[src/hdl/tmr_pkg.sv]
// package for the target-mode receive configuration register bank
// assumes an axi4-lite host with 32-bit data; registers sit in byte lane 0
package tmr_pkg;

    // =====================================================================
    // register indices (byte address is four times the index)
    localparam logic [5:0] IDX_PKT_MAX_ANTICOLL = 6'h1b;
    localparam logic [5:0] IDX_CARD_MODE_MILLER = 6'h1c;
    localparam logic [5:0] IDX_RCV_MANUAL_TUNE  = 6'h1d;

    // =====================================================================
    // reset values and write masks
    localparam logic [7:0] RST_PKT_MAX_ANTICOLL = 8'h00;
    localparam logic [7:0] RST_CARD_MODE_MILLER = 8'h62;
    localparam logic [7:0] RST_RCV_MANUAL_TUNE  = 8'h00;
    localparam logic [7:0] WMASK_RCV_MANUAL     = 8'h7f;

    // =====================================================================
    // field positions
    localparam int WAIT_SEL_BIT   = 7;
    localparam int SHORT_SLOT_BIT = 6;
    localparam int MAXLEN_MSB     = 5;
    localparam int MAXLEN_LSB     = 0;
    localparam int SENS_MSB       = 7;
    localparam int SENS_LSB       = 5;
    localparam int TAU_MSB        = 4;
    localparam int TAU_LSB        = 3;
    localparam int HALT_BIT       = 2;
    localparam int RWAIT_MSB      = 1;
    localparam int RWAIT_LSB      = 0;
    localparam int FAST_FILT_BIT  = 6;
    localparam int SIGOUT_DLY_BIT = 5;
    localparam int PARITY_OFF_BIT = 4;
    localparam int WIDE_PLL_BIT   = 3;
    localparam int MAN_HP_BIT     = 2;
    localparam int HPC_MSB        = 1;
    localparam int HPC_LSB        = 0;

    // =====================================================================
    // protocol constants
    typedef enum logic [1:0] {
        RATE_106 = 2'h0,
        RATE_212 = 2'h1,
        RATE_424 = 2'h2,
        RATE_848 = 2'h3
    } tmr_rate_type;

    localparam logic [7:0] REQ_CODE_HALTED = 8'h52;
    localparam logic [3:0] RESP_FIXED_BITS = 4'h7;
    localparam logic [8:0] LEN_ZERO_MAX    = 9'h100;
    localparam logic [8:0] LEN_SATURATE    = 9'h1ff;
    localparam logic [1:0] AXI_OKAY        = 2'h0;
    localparam logic [1:0] AXI_SLVERR      = 2'h2;

endpackage

[src/hdl/tmr_regs.sv]
// register bank and receive-path qualifiers for target / card-emulation mode
// assumes receive-path strobes arrive from logic on SYS_CLK; host uses axi4-lite
//
// Local design decision: register access over AXI4-Lite.
`timescale 1ns/1ps
`default_nettype none

// Overview of operation
// - with wait_for_selected_a set, anticollision ends only after select/poll then command
// - wait_for_selected_a set forbids active communication mode
// - 424 kbit passive slot is half the 212 slot when short_time_slot_b set
// - packet accepted only if length is at most four times max_packet_len
// - max_packet_len of zero means 256 bytes limit
// - at 106 kbit without sync_detect_enable the length limit is ignored
// - packets longer than the limit are dropped silently
// - card_halted bit two reads one while card is halted at 106 kbit
// - while halted only request code 52h is accepted
// - host writes and internal state machine can both set card_halted
// - an rf field reset clears card_halted
// - response_wait bits one to zero add target response time at 106 kbit
// - seven bit durations are added to response_wait
// - miller_sensitivity bits seven to five tune the miller decoder
// - miller_time_const bits four to three set the miller time constant
// - parity_off disables parity generation and checking; parity becomes data
// - manual_highpass zero adapts the corner; one applies highpass_corner
module tmr_regs #(
    parameter int ADDR_W = 8
) (
    input  wire logic              SYS_CLK,
    input  wire logic              NRST,
    input  wire logic [ADDR_W-1:0] AWADDR,
    input  wire logic              AWVALID,
    output logic                   AWREADY,
    input  wire logic [31:0]       WDATA,
    input  wire logic [3:0]        WSTRB,
    input  wire logic              WVALID,
    output logic                   WREADY,
    output logic [1:0]             BRESP,
    output logic                   BVALID,
    input  wire logic              BREADY,
    input  wire logic [ADDR_W-1:0] ARADDR,
    input  wire logic              ARVALID,
    output logic                   ARREADY,
    output logic [31:0]            RDATA,
    output logic [1:0]             RRESP,
    output logic                   RVALID,
    input  wire logic              RREADY,
    input  wire logic [1:0]        RX_RATE,
    input  wire logic              PASSIVE_MODE,
    input  wire logic              SYNC_DETECT_ENABLE,
    input  wire logic              RX_BYTE_STB,
    input  wire logic              RX_END,
    input  wire logic              REQ_VALID,
    input  wire logic [7:0]        REQ_CODE,
    input  wire logic              HALT_SET,
    input  wire logic              RF_RESET,
    input  wire logic              AUTO_ANTICOLLISION_CMD_ACTIVE,
    input  wire logic              SELECT_DONE,
    input  wire logic              CMD_VALID,
    output logic                   PKT_ACCEPT,
    output logic                   PKT_DROP,
    output logic                   REQ_ACCEPT,
    output logic                   AUTO_ANTICOLLISION_CMD_DONE,
    output logic                   ACTIVE_MODE_ALLOWED,
    output logic                   TIME_SLOT_HALF,
    output logic [3:0]             RESP_WAIT_BITS,
    output logic [2:0]             MILLER_SENSITIVITY,
    output logic [1:0]             MILLER_TIME_CONST,
    output logic                   CARD_HALTED,
    output logic                   PARITY_OFF,
    output logic [1:0]             HIGHPASS_CORNER,
    output logic                   FAST_DELAY_FILTER,
    output logic                   SIGNAL_OUT_DELAY,
    output logic                   WIDE_PLL_BANDWIDTH
);

    if (ADDR_W < 8 || ADDR_W > 16) begin : g_addr_w_check
        $error("ADDR_W must lie between 8 and 16");
    end

    // =====================================================================
    // reset release synchroniser
    logic rst_meta_ff;
    logic rst_n;

    always_ff @(posedge SYS_CLK or negedge NRST) begin
        if (!NRST) begin
            rst_meta_ff <= 1'b0;
            rst_n       <= 1'b0;
        end else begin
            rst_meta_ff <= 1'b1;
            rst_n       <= rst_meta_ff;
        end
    end

    // =====================================================================
    // state
    typedef struct packed {
        logic              aw_hold;
        logic [ADDR_W-1:0] aw_addr;
        logic              aw_rdy;
        logic              w_hold;
        logic [7:0]        w_data;
        logic              w_lane0;
        logic              w_rdy;
        logic              bvalid;
        logic [1:0]        bresp;
        logic              ar_rdy;
        logic              rvalid;
        logic [7:0]        rdata;
        logic [1:0]        rresp;
        logic [7:0]        reg_pkt;
        logic [7:0]        reg_card;
        logic [7:0]        reg_rcv;
        logic [8:0]        rx_cnt;
        logic              selected;
        logic              pkt_acc;
        logic              pkt_drop;
        logic              req_acc;
        logic              ac_done;
        logic              active_ok;
        logic              slot_half;
        logic [3:0]        resp_bits;
        logic [1:0]        hp_corner;
    } tmr_state_type;

    tmr_state_type s_ff;
    tmr_state_type nxt_s;

    logic [5:0] wr_idx;
    logic [5:0] rd_idx;
    logic       wr_go;
    logic       wr_card;
    logic [8:0] rx_len;
    logic [8:0] len_limit;
    logic       len_check;
    logic       len_over;
    logic [5:0] max_len;

    assign wr_idx  = s_ff.aw_addr[7:2];
    assign rd_idx  = ARADDR[7:2];
    assign wr_go   = s_ff.aw_hold && s_ff.w_hold && !s_ff.bvalid;
    assign wr_card = wr_go && s_ff.w_lane0 && (wr_idx == tmr_pkg::IDX_CARD_MODE_MILLER);
    assign max_len = s_ff.reg_pkt[tmr_pkg::MAXLEN_MSB:tmr_pkg::MAXLEN_LSB];
    // byte in the same cycle as the end marker still counts
    assign rx_len  = (RX_BYTE_STB && s_ff.rx_cnt != tmr_pkg::LEN_SATURATE) ?
                     s_ff.rx_cnt + 9'h001 : s_ff.rx_cnt;
    assign len_limit = (max_len == 6'h00) ? tmr_pkg::LEN_ZERO_MAX :
                       {1'b0, max_len, 2'b00};
    assign len_check = !(RX_RATE == tmr_pkg::RATE_106 && !SYNC_DETECT_ENABLE);
    assign len_over  = len_check && rx_len > len_limit;

    // =====================================================================
    // next state
    always_comb begin
        nxt_s = s_ff;

        // write address and data are taken independently, in either order
        if (AWVALID && s_ff.aw_rdy) begin
            nxt_s.aw_hold = 1'b1;
            nxt_s.aw_addr = AWADDR;
        end
        if (WVALID && s_ff.w_rdy) begin
            nxt_s.w_hold  = 1'b1;
            nxt_s.w_data  = WDATA[7:0];
            nxt_s.w_lane0 = WSTRB[0];
        end
        if (s_ff.bvalid && BREADY) begin
            nxt_s.bvalid = 1'b0;
        end

        // hardware events on the halted flag; host write below, hw set last
        if (RF_RESET) begin
            nxt_s.reg_card[tmr_pkg::HALT_BIT] = 1'b0;
        end

        if (wr_go) begin
            nxt_s.aw_hold = 1'b0;
            nxt_s.w_hold  = 1'b0;
            nxt_s.bvalid  = 1'b1;
            nxt_s.bresp   = tmr_pkg::AXI_OKAY;
            case (wr_idx)
                tmr_pkg::IDX_PKT_MAX_ANTICOLL: begin
                    if (s_ff.w_lane0) begin
                        nxt_s.reg_pkt = s_ff.w_data;
                    end
                end
                tmr_pkg::IDX_CARD_MODE_MILLER: begin
                    if (s_ff.w_lane0) begin
                        nxt_s.reg_card = s_ff.w_data;
                    end
                end
                tmr_pkg::IDX_RCV_MANUAL_TUNE: begin
                    // bit 7 is reserved and always reads zero
                    if (s_ff.w_lane0) begin
                        nxt_s.reg_rcv = s_ff.w_data & tmr_pkg::WMASK_RCV_MANUAL;
                    end
                end
                default: begin
                    nxt_s.bresp = tmr_pkg::AXI_SLVERR;
                end
            endcase
        end

        // set wins over the rf reset clear and over a host write of zero
        if (HALT_SET) begin
            nxt_s.reg_card[tmr_pkg::HALT_BIT] = 1'b1;
        end

        // read channel
        if (s_ff.rvalid && RREADY) begin
            nxt_s.rvalid = 1'b0;
        end
        if (ARVALID && s_ff.ar_rdy) begin
            nxt_s.rvalid = 1'b1;
            nxt_s.rresp  = tmr_pkg::AXI_OKAY;
            case (rd_idx)
                tmr_pkg::IDX_PKT_MAX_ANTICOLL: nxt_s.rdata = s_ff.reg_pkt;
                tmr_pkg::IDX_CARD_MODE_MILLER: nxt_s.rdata = s_ff.reg_card;
                tmr_pkg::IDX_RCV_MANUAL_TUNE:  nxt_s.rdata = s_ff.reg_rcv;
                default: begin
                    nxt_s.rdata = 8'h00;
                    nxt_s.rresp = tmr_pkg::AXI_SLVERR;
                end
            endcase
        end

        // ready is offered only while the holding slot is free
        nxt_s.aw_rdy = !nxt_s.aw_hold;
        nxt_s.w_rdy  = !nxt_s.w_hold;
        nxt_s.ar_rdy = !nxt_s.rvalid;

        // packet length qualification; an rf reset abandons the packet under way
        nxt_s.rx_cnt   = (RX_END || RF_RESET) ? 9'h000 : rx_len;
        nxt_s.pkt_drop = RX_END && len_over;
        nxt_s.pkt_acc  = RX_END && !len_over;

        // request filter while halted
        nxt_s.req_acc = REQ_VALID &&
                        (!s_ff.reg_card[tmr_pkg::HALT_BIT] ||
                         REQ_CODE == tmr_pkg::REQ_CODE_HALTED);

        // anticollision termination
        nxt_s.ac_done = 1'b0;
        if (AUTO_ANTICOLLISION_CMD_ACTIVE && CMD_VALID &&
            (!s_ff.reg_pkt[tmr_pkg::WAIT_SEL_BIT] || s_ff.selected)) begin
            nxt_s.ac_done = 1'b1;
        end
        if (RF_RESET || nxt_s.ac_done || !AUTO_ANTICOLLISION_CMD_ACTIVE) begin
            nxt_s.selected = 1'b0;
        end else if (SELECT_DONE) begin
            nxt_s.selected = 1'b1;
        end

        nxt_s.active_ok = !s_ff.reg_pkt[tmr_pkg::WAIT_SEL_BIT];
        nxt_s.slot_half = PASSIVE_MODE && RX_RATE == tmr_pkg::RATE_424 &&
                          s_ff.reg_pkt[tmr_pkg::SHORT_SLOT_BIT];
        // extra response time in bit durations at 106 kbit
        nxt_s.resp_bits = tmr_pkg::RESP_FIXED_BITS +
                          {2'b00, s_ff.reg_card[tmr_pkg::RWAIT_MSB:tmr_pkg::RWAIT_LSB]};
        // without manual override the corner follows the receive rate
        nxt_s.hp_corner = s_ff.reg_rcv[tmr_pkg::MAN_HP_BIT] ?
                          s_ff.reg_rcv[tmr_pkg::HPC_MSB:tmr_pkg::HPC_LSB] : RX_RATE;
    end

    always_ff @(posedge SYS_CLK or negedge rst_n) begin
        if (!rst_n) begin
            s_ff          <= '0;
            s_ff.aw_rdy   <= 1'b1;
            s_ff.w_rdy    <= 1'b1;
            s_ff.ar_rdy   <= 1'b1;
            s_ff.reg_pkt  <= tmr_pkg::RST_PKT_MAX_ANTICOLL;
            s_ff.reg_card <= tmr_pkg::RST_CARD_MODE_MILLER;
            s_ff.reg_rcv  <= tmr_pkg::RST_RCV_MANUAL_TUNE;
            s_ff.active_ok <= 1'b1;
            s_ff.resp_bits <= tmr_pkg::RESP_FIXED_BITS;
        end else begin
            s_ff <= nxt_s;
        end
    end

    // =====================================================================
    // outputs
    assign AWREADY             = s_ff.aw_rdy;
    assign WREADY              = s_ff.w_rdy;
    assign BVALID              = s_ff.bvalid;
    assign BRESP               = s_ff.bresp;
    assign ARREADY             = s_ff.ar_rdy;
    assign RVALID              = s_ff.rvalid;
    assign RDATA               = {24'h000000, s_ff.rdata};
    assign RRESP               = s_ff.rresp;
    assign PKT_ACCEPT          = s_ff.pkt_acc;
    assign PKT_DROP            = s_ff.pkt_drop;
    assign REQ_ACCEPT          = s_ff.req_acc;
    assign AUTO_ANTICOLLISION_CMD_DONE       = s_ff.ac_done;
    assign ACTIVE_MODE_ALLOWED = s_ff.active_ok;
    assign TIME_SLOT_HALF      = s_ff.slot_half;
    assign RESP_WAIT_BITS      = s_ff.resp_bits;
    assign MILLER_SENSITIVITY  = s_ff.reg_card[tmr_pkg::SENS_MSB:tmr_pkg::SENS_LSB];
    assign MILLER_TIME_CONST   = s_ff.reg_card[tmr_pkg::TAU_MSB:tmr_pkg::TAU_LSB];
    assign CARD_HALTED         = s_ff.reg_card[tmr_pkg::HALT_BIT];
    assign PARITY_OFF          = s_ff.reg_rcv[tmr_pkg::PARITY_OFF_BIT];
    assign HIGHPASS_CORNER     = s_ff.hp_corner;
    assign FAST_DELAY_FILTER   = s_ff.reg_rcv[tmr_pkg::FAST_FILT_BIT];
    assign SIGNAL_OUT_DELAY    = s_ff.reg_rcv[tmr_pkg::SIGOUT_DLY_BIT];
    assign WIDE_PLL_BANDWIDTH  = s_ff.reg_rcv[tmr_pkg::WIDE_PLL_BIT];
endmodule

`default_nettype wire

[config.mk]
export PLATFORM = sky130hd
export DESIGN_NAME = tmr_regs
export DESIGN_NICKNAME = d
export VERILOG_FILES = /design/src/hdl/tmr_pkg.sv /design/src/hdl/tmr_regs.sv
export SDC_FILE = /design/constraint.sdc
export NUM_CORES = 1
export LEC_CHECK = 0
export BUFFER_PORTS_ARGS = -buffer_cell sky130_fd_sc_hd__buf_2
export CAP_MARGIN = 0
export CORE_ASPECT_RATIO = 1.25
export CORE_MARGIN = 3
export CORE_UTILIZATION = 50
export DETAILED_ROUTE_END_ITERATION = 6
export PLACE_DENSITY_LB_ADDON = 0.15
export SLEW_MARGIN = 20
export SYNTH_ARGS = -nofsm -noshare
export SYNTH_HDL_FRONTEND = slang
export SYNTH_SLANG_ARGS = --single-unit
[constraint.sdc]
create_clock -name SYS_CLK -period 2.6 [get_ports SYS_CLK]
set_input_delay 0.13 -clock SYS_CLK [delete_from_list [all_inputs] [get_ports SYS_CLK]]
set_output_delay 0.13 -clock SYS_CLK [all_outputs]
set_load 0.01 [all_outputs]
==> flow_summary.toml <==
[timing]
postLayoutSetupSlackWorst_ns = -0.0868
drv_slew = 0
fin_crit_ns = 2.69
hold_violations = 0
rsz0062_at_grt = "yes"
slew-limit-headroom_pct = 36.1
fin_crit_sh_pct = 103
worst_pin_slew_ns = 0.959
fmax_mhz = 372
setup_viol = 2
skew_ns = 0.0125

[synthesis]
async_flop_share_pct = 100
ys.warnings.count = 0
yosysUniqueCellTypes = 55
synth_area_per_cell_um2 = 11.6
ys_ff_latch = 79
ys_seq_area_share_pct = 51.1
syn-cell-area_mm2 = 0.00389
synth-main-ff-cell = "dfrtp_1"
synth_edf_count = 0
syn-instance-count = 336

[detailed_routing]
drt_iter0_markers = 121
drc = 0
wl_per_cell_um = 14.9
vias_per_cell = 5.05
antenna_left = 0
vias = 2662
drt_pass1_iterations = 5
drt_wl_total_mm = 7.83

[pwr]
peakVddDrop_uv = 608
power.leakage_nw = 2.31
p_per_area_mw_per_mm2 = 722
comb_power_share_pct = 21.5
seqPwrFrac_pct = 53.7
p_sw_share_pct = 32.4
intPower_w = 0.00229
switchingPower_w = 0.00110
clkPwrFrac_pct = 24.8

[clock_tree]
clk_pin_slew_ns = 0.08
cts_max_level = 3
cts_buffers = 9
cts_tree = "yes"
clock_latency_ns = 0.35
numClockSinks = 79
cts_buffer_depth = 2
cts_root_buf = "clkbuf_8"

[setup_path]
critPathKind = "reg -> reg"
start_kind = "flop"
crit_fanout = 4
worst_ep_required_time_ns = 2.84
worst_setup_path_end_kind = "flop"
worstPathArrival_ns = 2.92

[floorplan]
rows = 35
core_area_mm2 = 0.00749
io_pins = 142
die_y_um = 105
die-area_mm2 = 0.00888
start_util_pct = 51.9
die_w_um = 84.9

[placement]
dpl-instance-area_mm2 = 0.00422
portBuffers = 84
gp_congestion = 0.859
dpl.hpwl_mm = 5.70
place_ws_ns = -0.147

[outcome]
violations = "setup timing"
outcome = "complete, but fails checks"

[cells_and_area]
seqCellArea_mm2 = 0.00199
final_common_cell = "buf_2"
multi_input_area_mm2 = 0.00165
syn2layout_area_growth_pct = 20.4
nNetsFinal = 519
design_area_mm2 = 0.00468
mostFrequentLayoutCells = "buf_2, dfrtp_1, mux2_2"
final_layout_size_suffix_gt1_share_pct = 43.2
fill_cells = 635
num_antenna_cells = 0

[global_routing]
antenna_found_initial = 0
grt_max_degree = 78
grt.overflow.total = 0
track_usage_pct = 18.4
grt_pass1_wl_mm = 12.8
grt_pass1_vias = 2685

[run]
drv_cap = 0

[hold_path]
min_path_type = "in -> reg"
## worst paths after layout
kind | startpoint | to | slack (ns) | cells past startpoint
max | s_ff[14] | PKT_DROP | -0.09 | 12
min | WDATA[3] | s_ff[66] | 0.02 | 2
min reg2reg | rst_meta_ff | rst_n | 0.38 | 0
min in group asynchronous | NRST | rst_meta_ff | 0.08 | 2
max in group asynchronous | rst_n | RDATA[2] | 1.49 | 0
max reg2reg | s_ff[14] | PKT_DROP | -0.09 | 12
## registers in the layout, indices dropped and copies added (netlist names), 2 cells and up
register and count:
HIGHPASS_CORNER 2, MILLER_SENSITIVITY 3, MILLER_TIME_CONST 2, RDATA 8
RESP_WAIT_BITS 4, max_len 6, s_ff 34
## metal layers
metal	track usage, %	wire, um	vias to the layer above
met4	8.37	239	0
li1	-	-	1284
met3	3.47	346	15
met2	31.0	3920	80
met1	22.6	3320	1283
met5	0	0	-
## cells in the mapped netlist, types with 5 or more instances
cell	number	area share, %
o21ai_0	14	1.8
dfstp_2	10	6.8
dfrtp_1	69	44
nor2_1	10	0.97
mux2_2	31	9.0
buf_4	50	9.6
a21oi_1	17	2.2
nand3_1	10	1.3
xnor2_1	5	1.1
ha_1	10	3.2
nand2_1	22	2.1
nor2b_1	5	0.80
inv_1	16	1.5
## per-stage QoR
step	util (%)	instances	TNS [ns]	total power, W	hold slack [ns]
global route	62.5	527	-0.342	0.00358	0.00370
finish	62.5	527	-0.135	0.00338	0.0194
global placement	56.4	492	-0.0556	0.00252	-0.0851
CTS	61.8	526	-0.0716	0.00342	0.00472
detailed placement	56.4	492	-0.275	0.00255	-0.0816
floorplan	-	361	0	0.00236	-0.166
## cells by family after synthesis
group | synth area share (%)
compound gates | 7.72
xor+xnor | 1.77
fa+ha+maj | 3.22
buf+inv | 11.8
flops | 51.1
mux | 8.97
other cells | 0.193
simple gates | 15.1
## cell type report
class	instances	area share, %
sequential	79	42.6
clock inverter	6	1.12
tap	92	2.46
timing repair buffer	114	14.7
clock buffer	10	2.73
inverter	16	1.28
multi-input combinational	210	35.2
## critical path, cell delays in order, from the launching register on
cell      delay, ns
dfrtp_1        0.41
ha_2           0.21
nand3_2        0.08
nor2_2         0.05
ha_2           0.19
nand2b_4       0.15
or3_4          0.34
xnor2_2        0.16
ha_1           0.31
nand4_1        0.12
a21oi_1        0.05
or3_1          0.38
and3_1         0.15
## timing repair
item	4_1_cts	5_1_grt
buffers inserted	1	1
setup endpoints to repair	2	2
hold endpoints to repair	18	0
hold buffers	17	0
pin swaps	7	7
resized for setup	8	7
## power groups by stage
stage / registers (W) / clock network [W] / logic, W
3_3_place_gp: 0.00183 / 0 / 0.000692
2_1_floorplan: 0.00179 / 0 / 0.000570
4_1_cts: 0.00182 / 0.000869 / 0.000736
6_report: 0.00181 / 0.000839 / 0.000728
3_5_place_dp: 0.00184 / 0 / 0.000712
5_1_grt: 0.00187 / 0.000904 / 0.000806
Power figures use the tool's default switching activity.
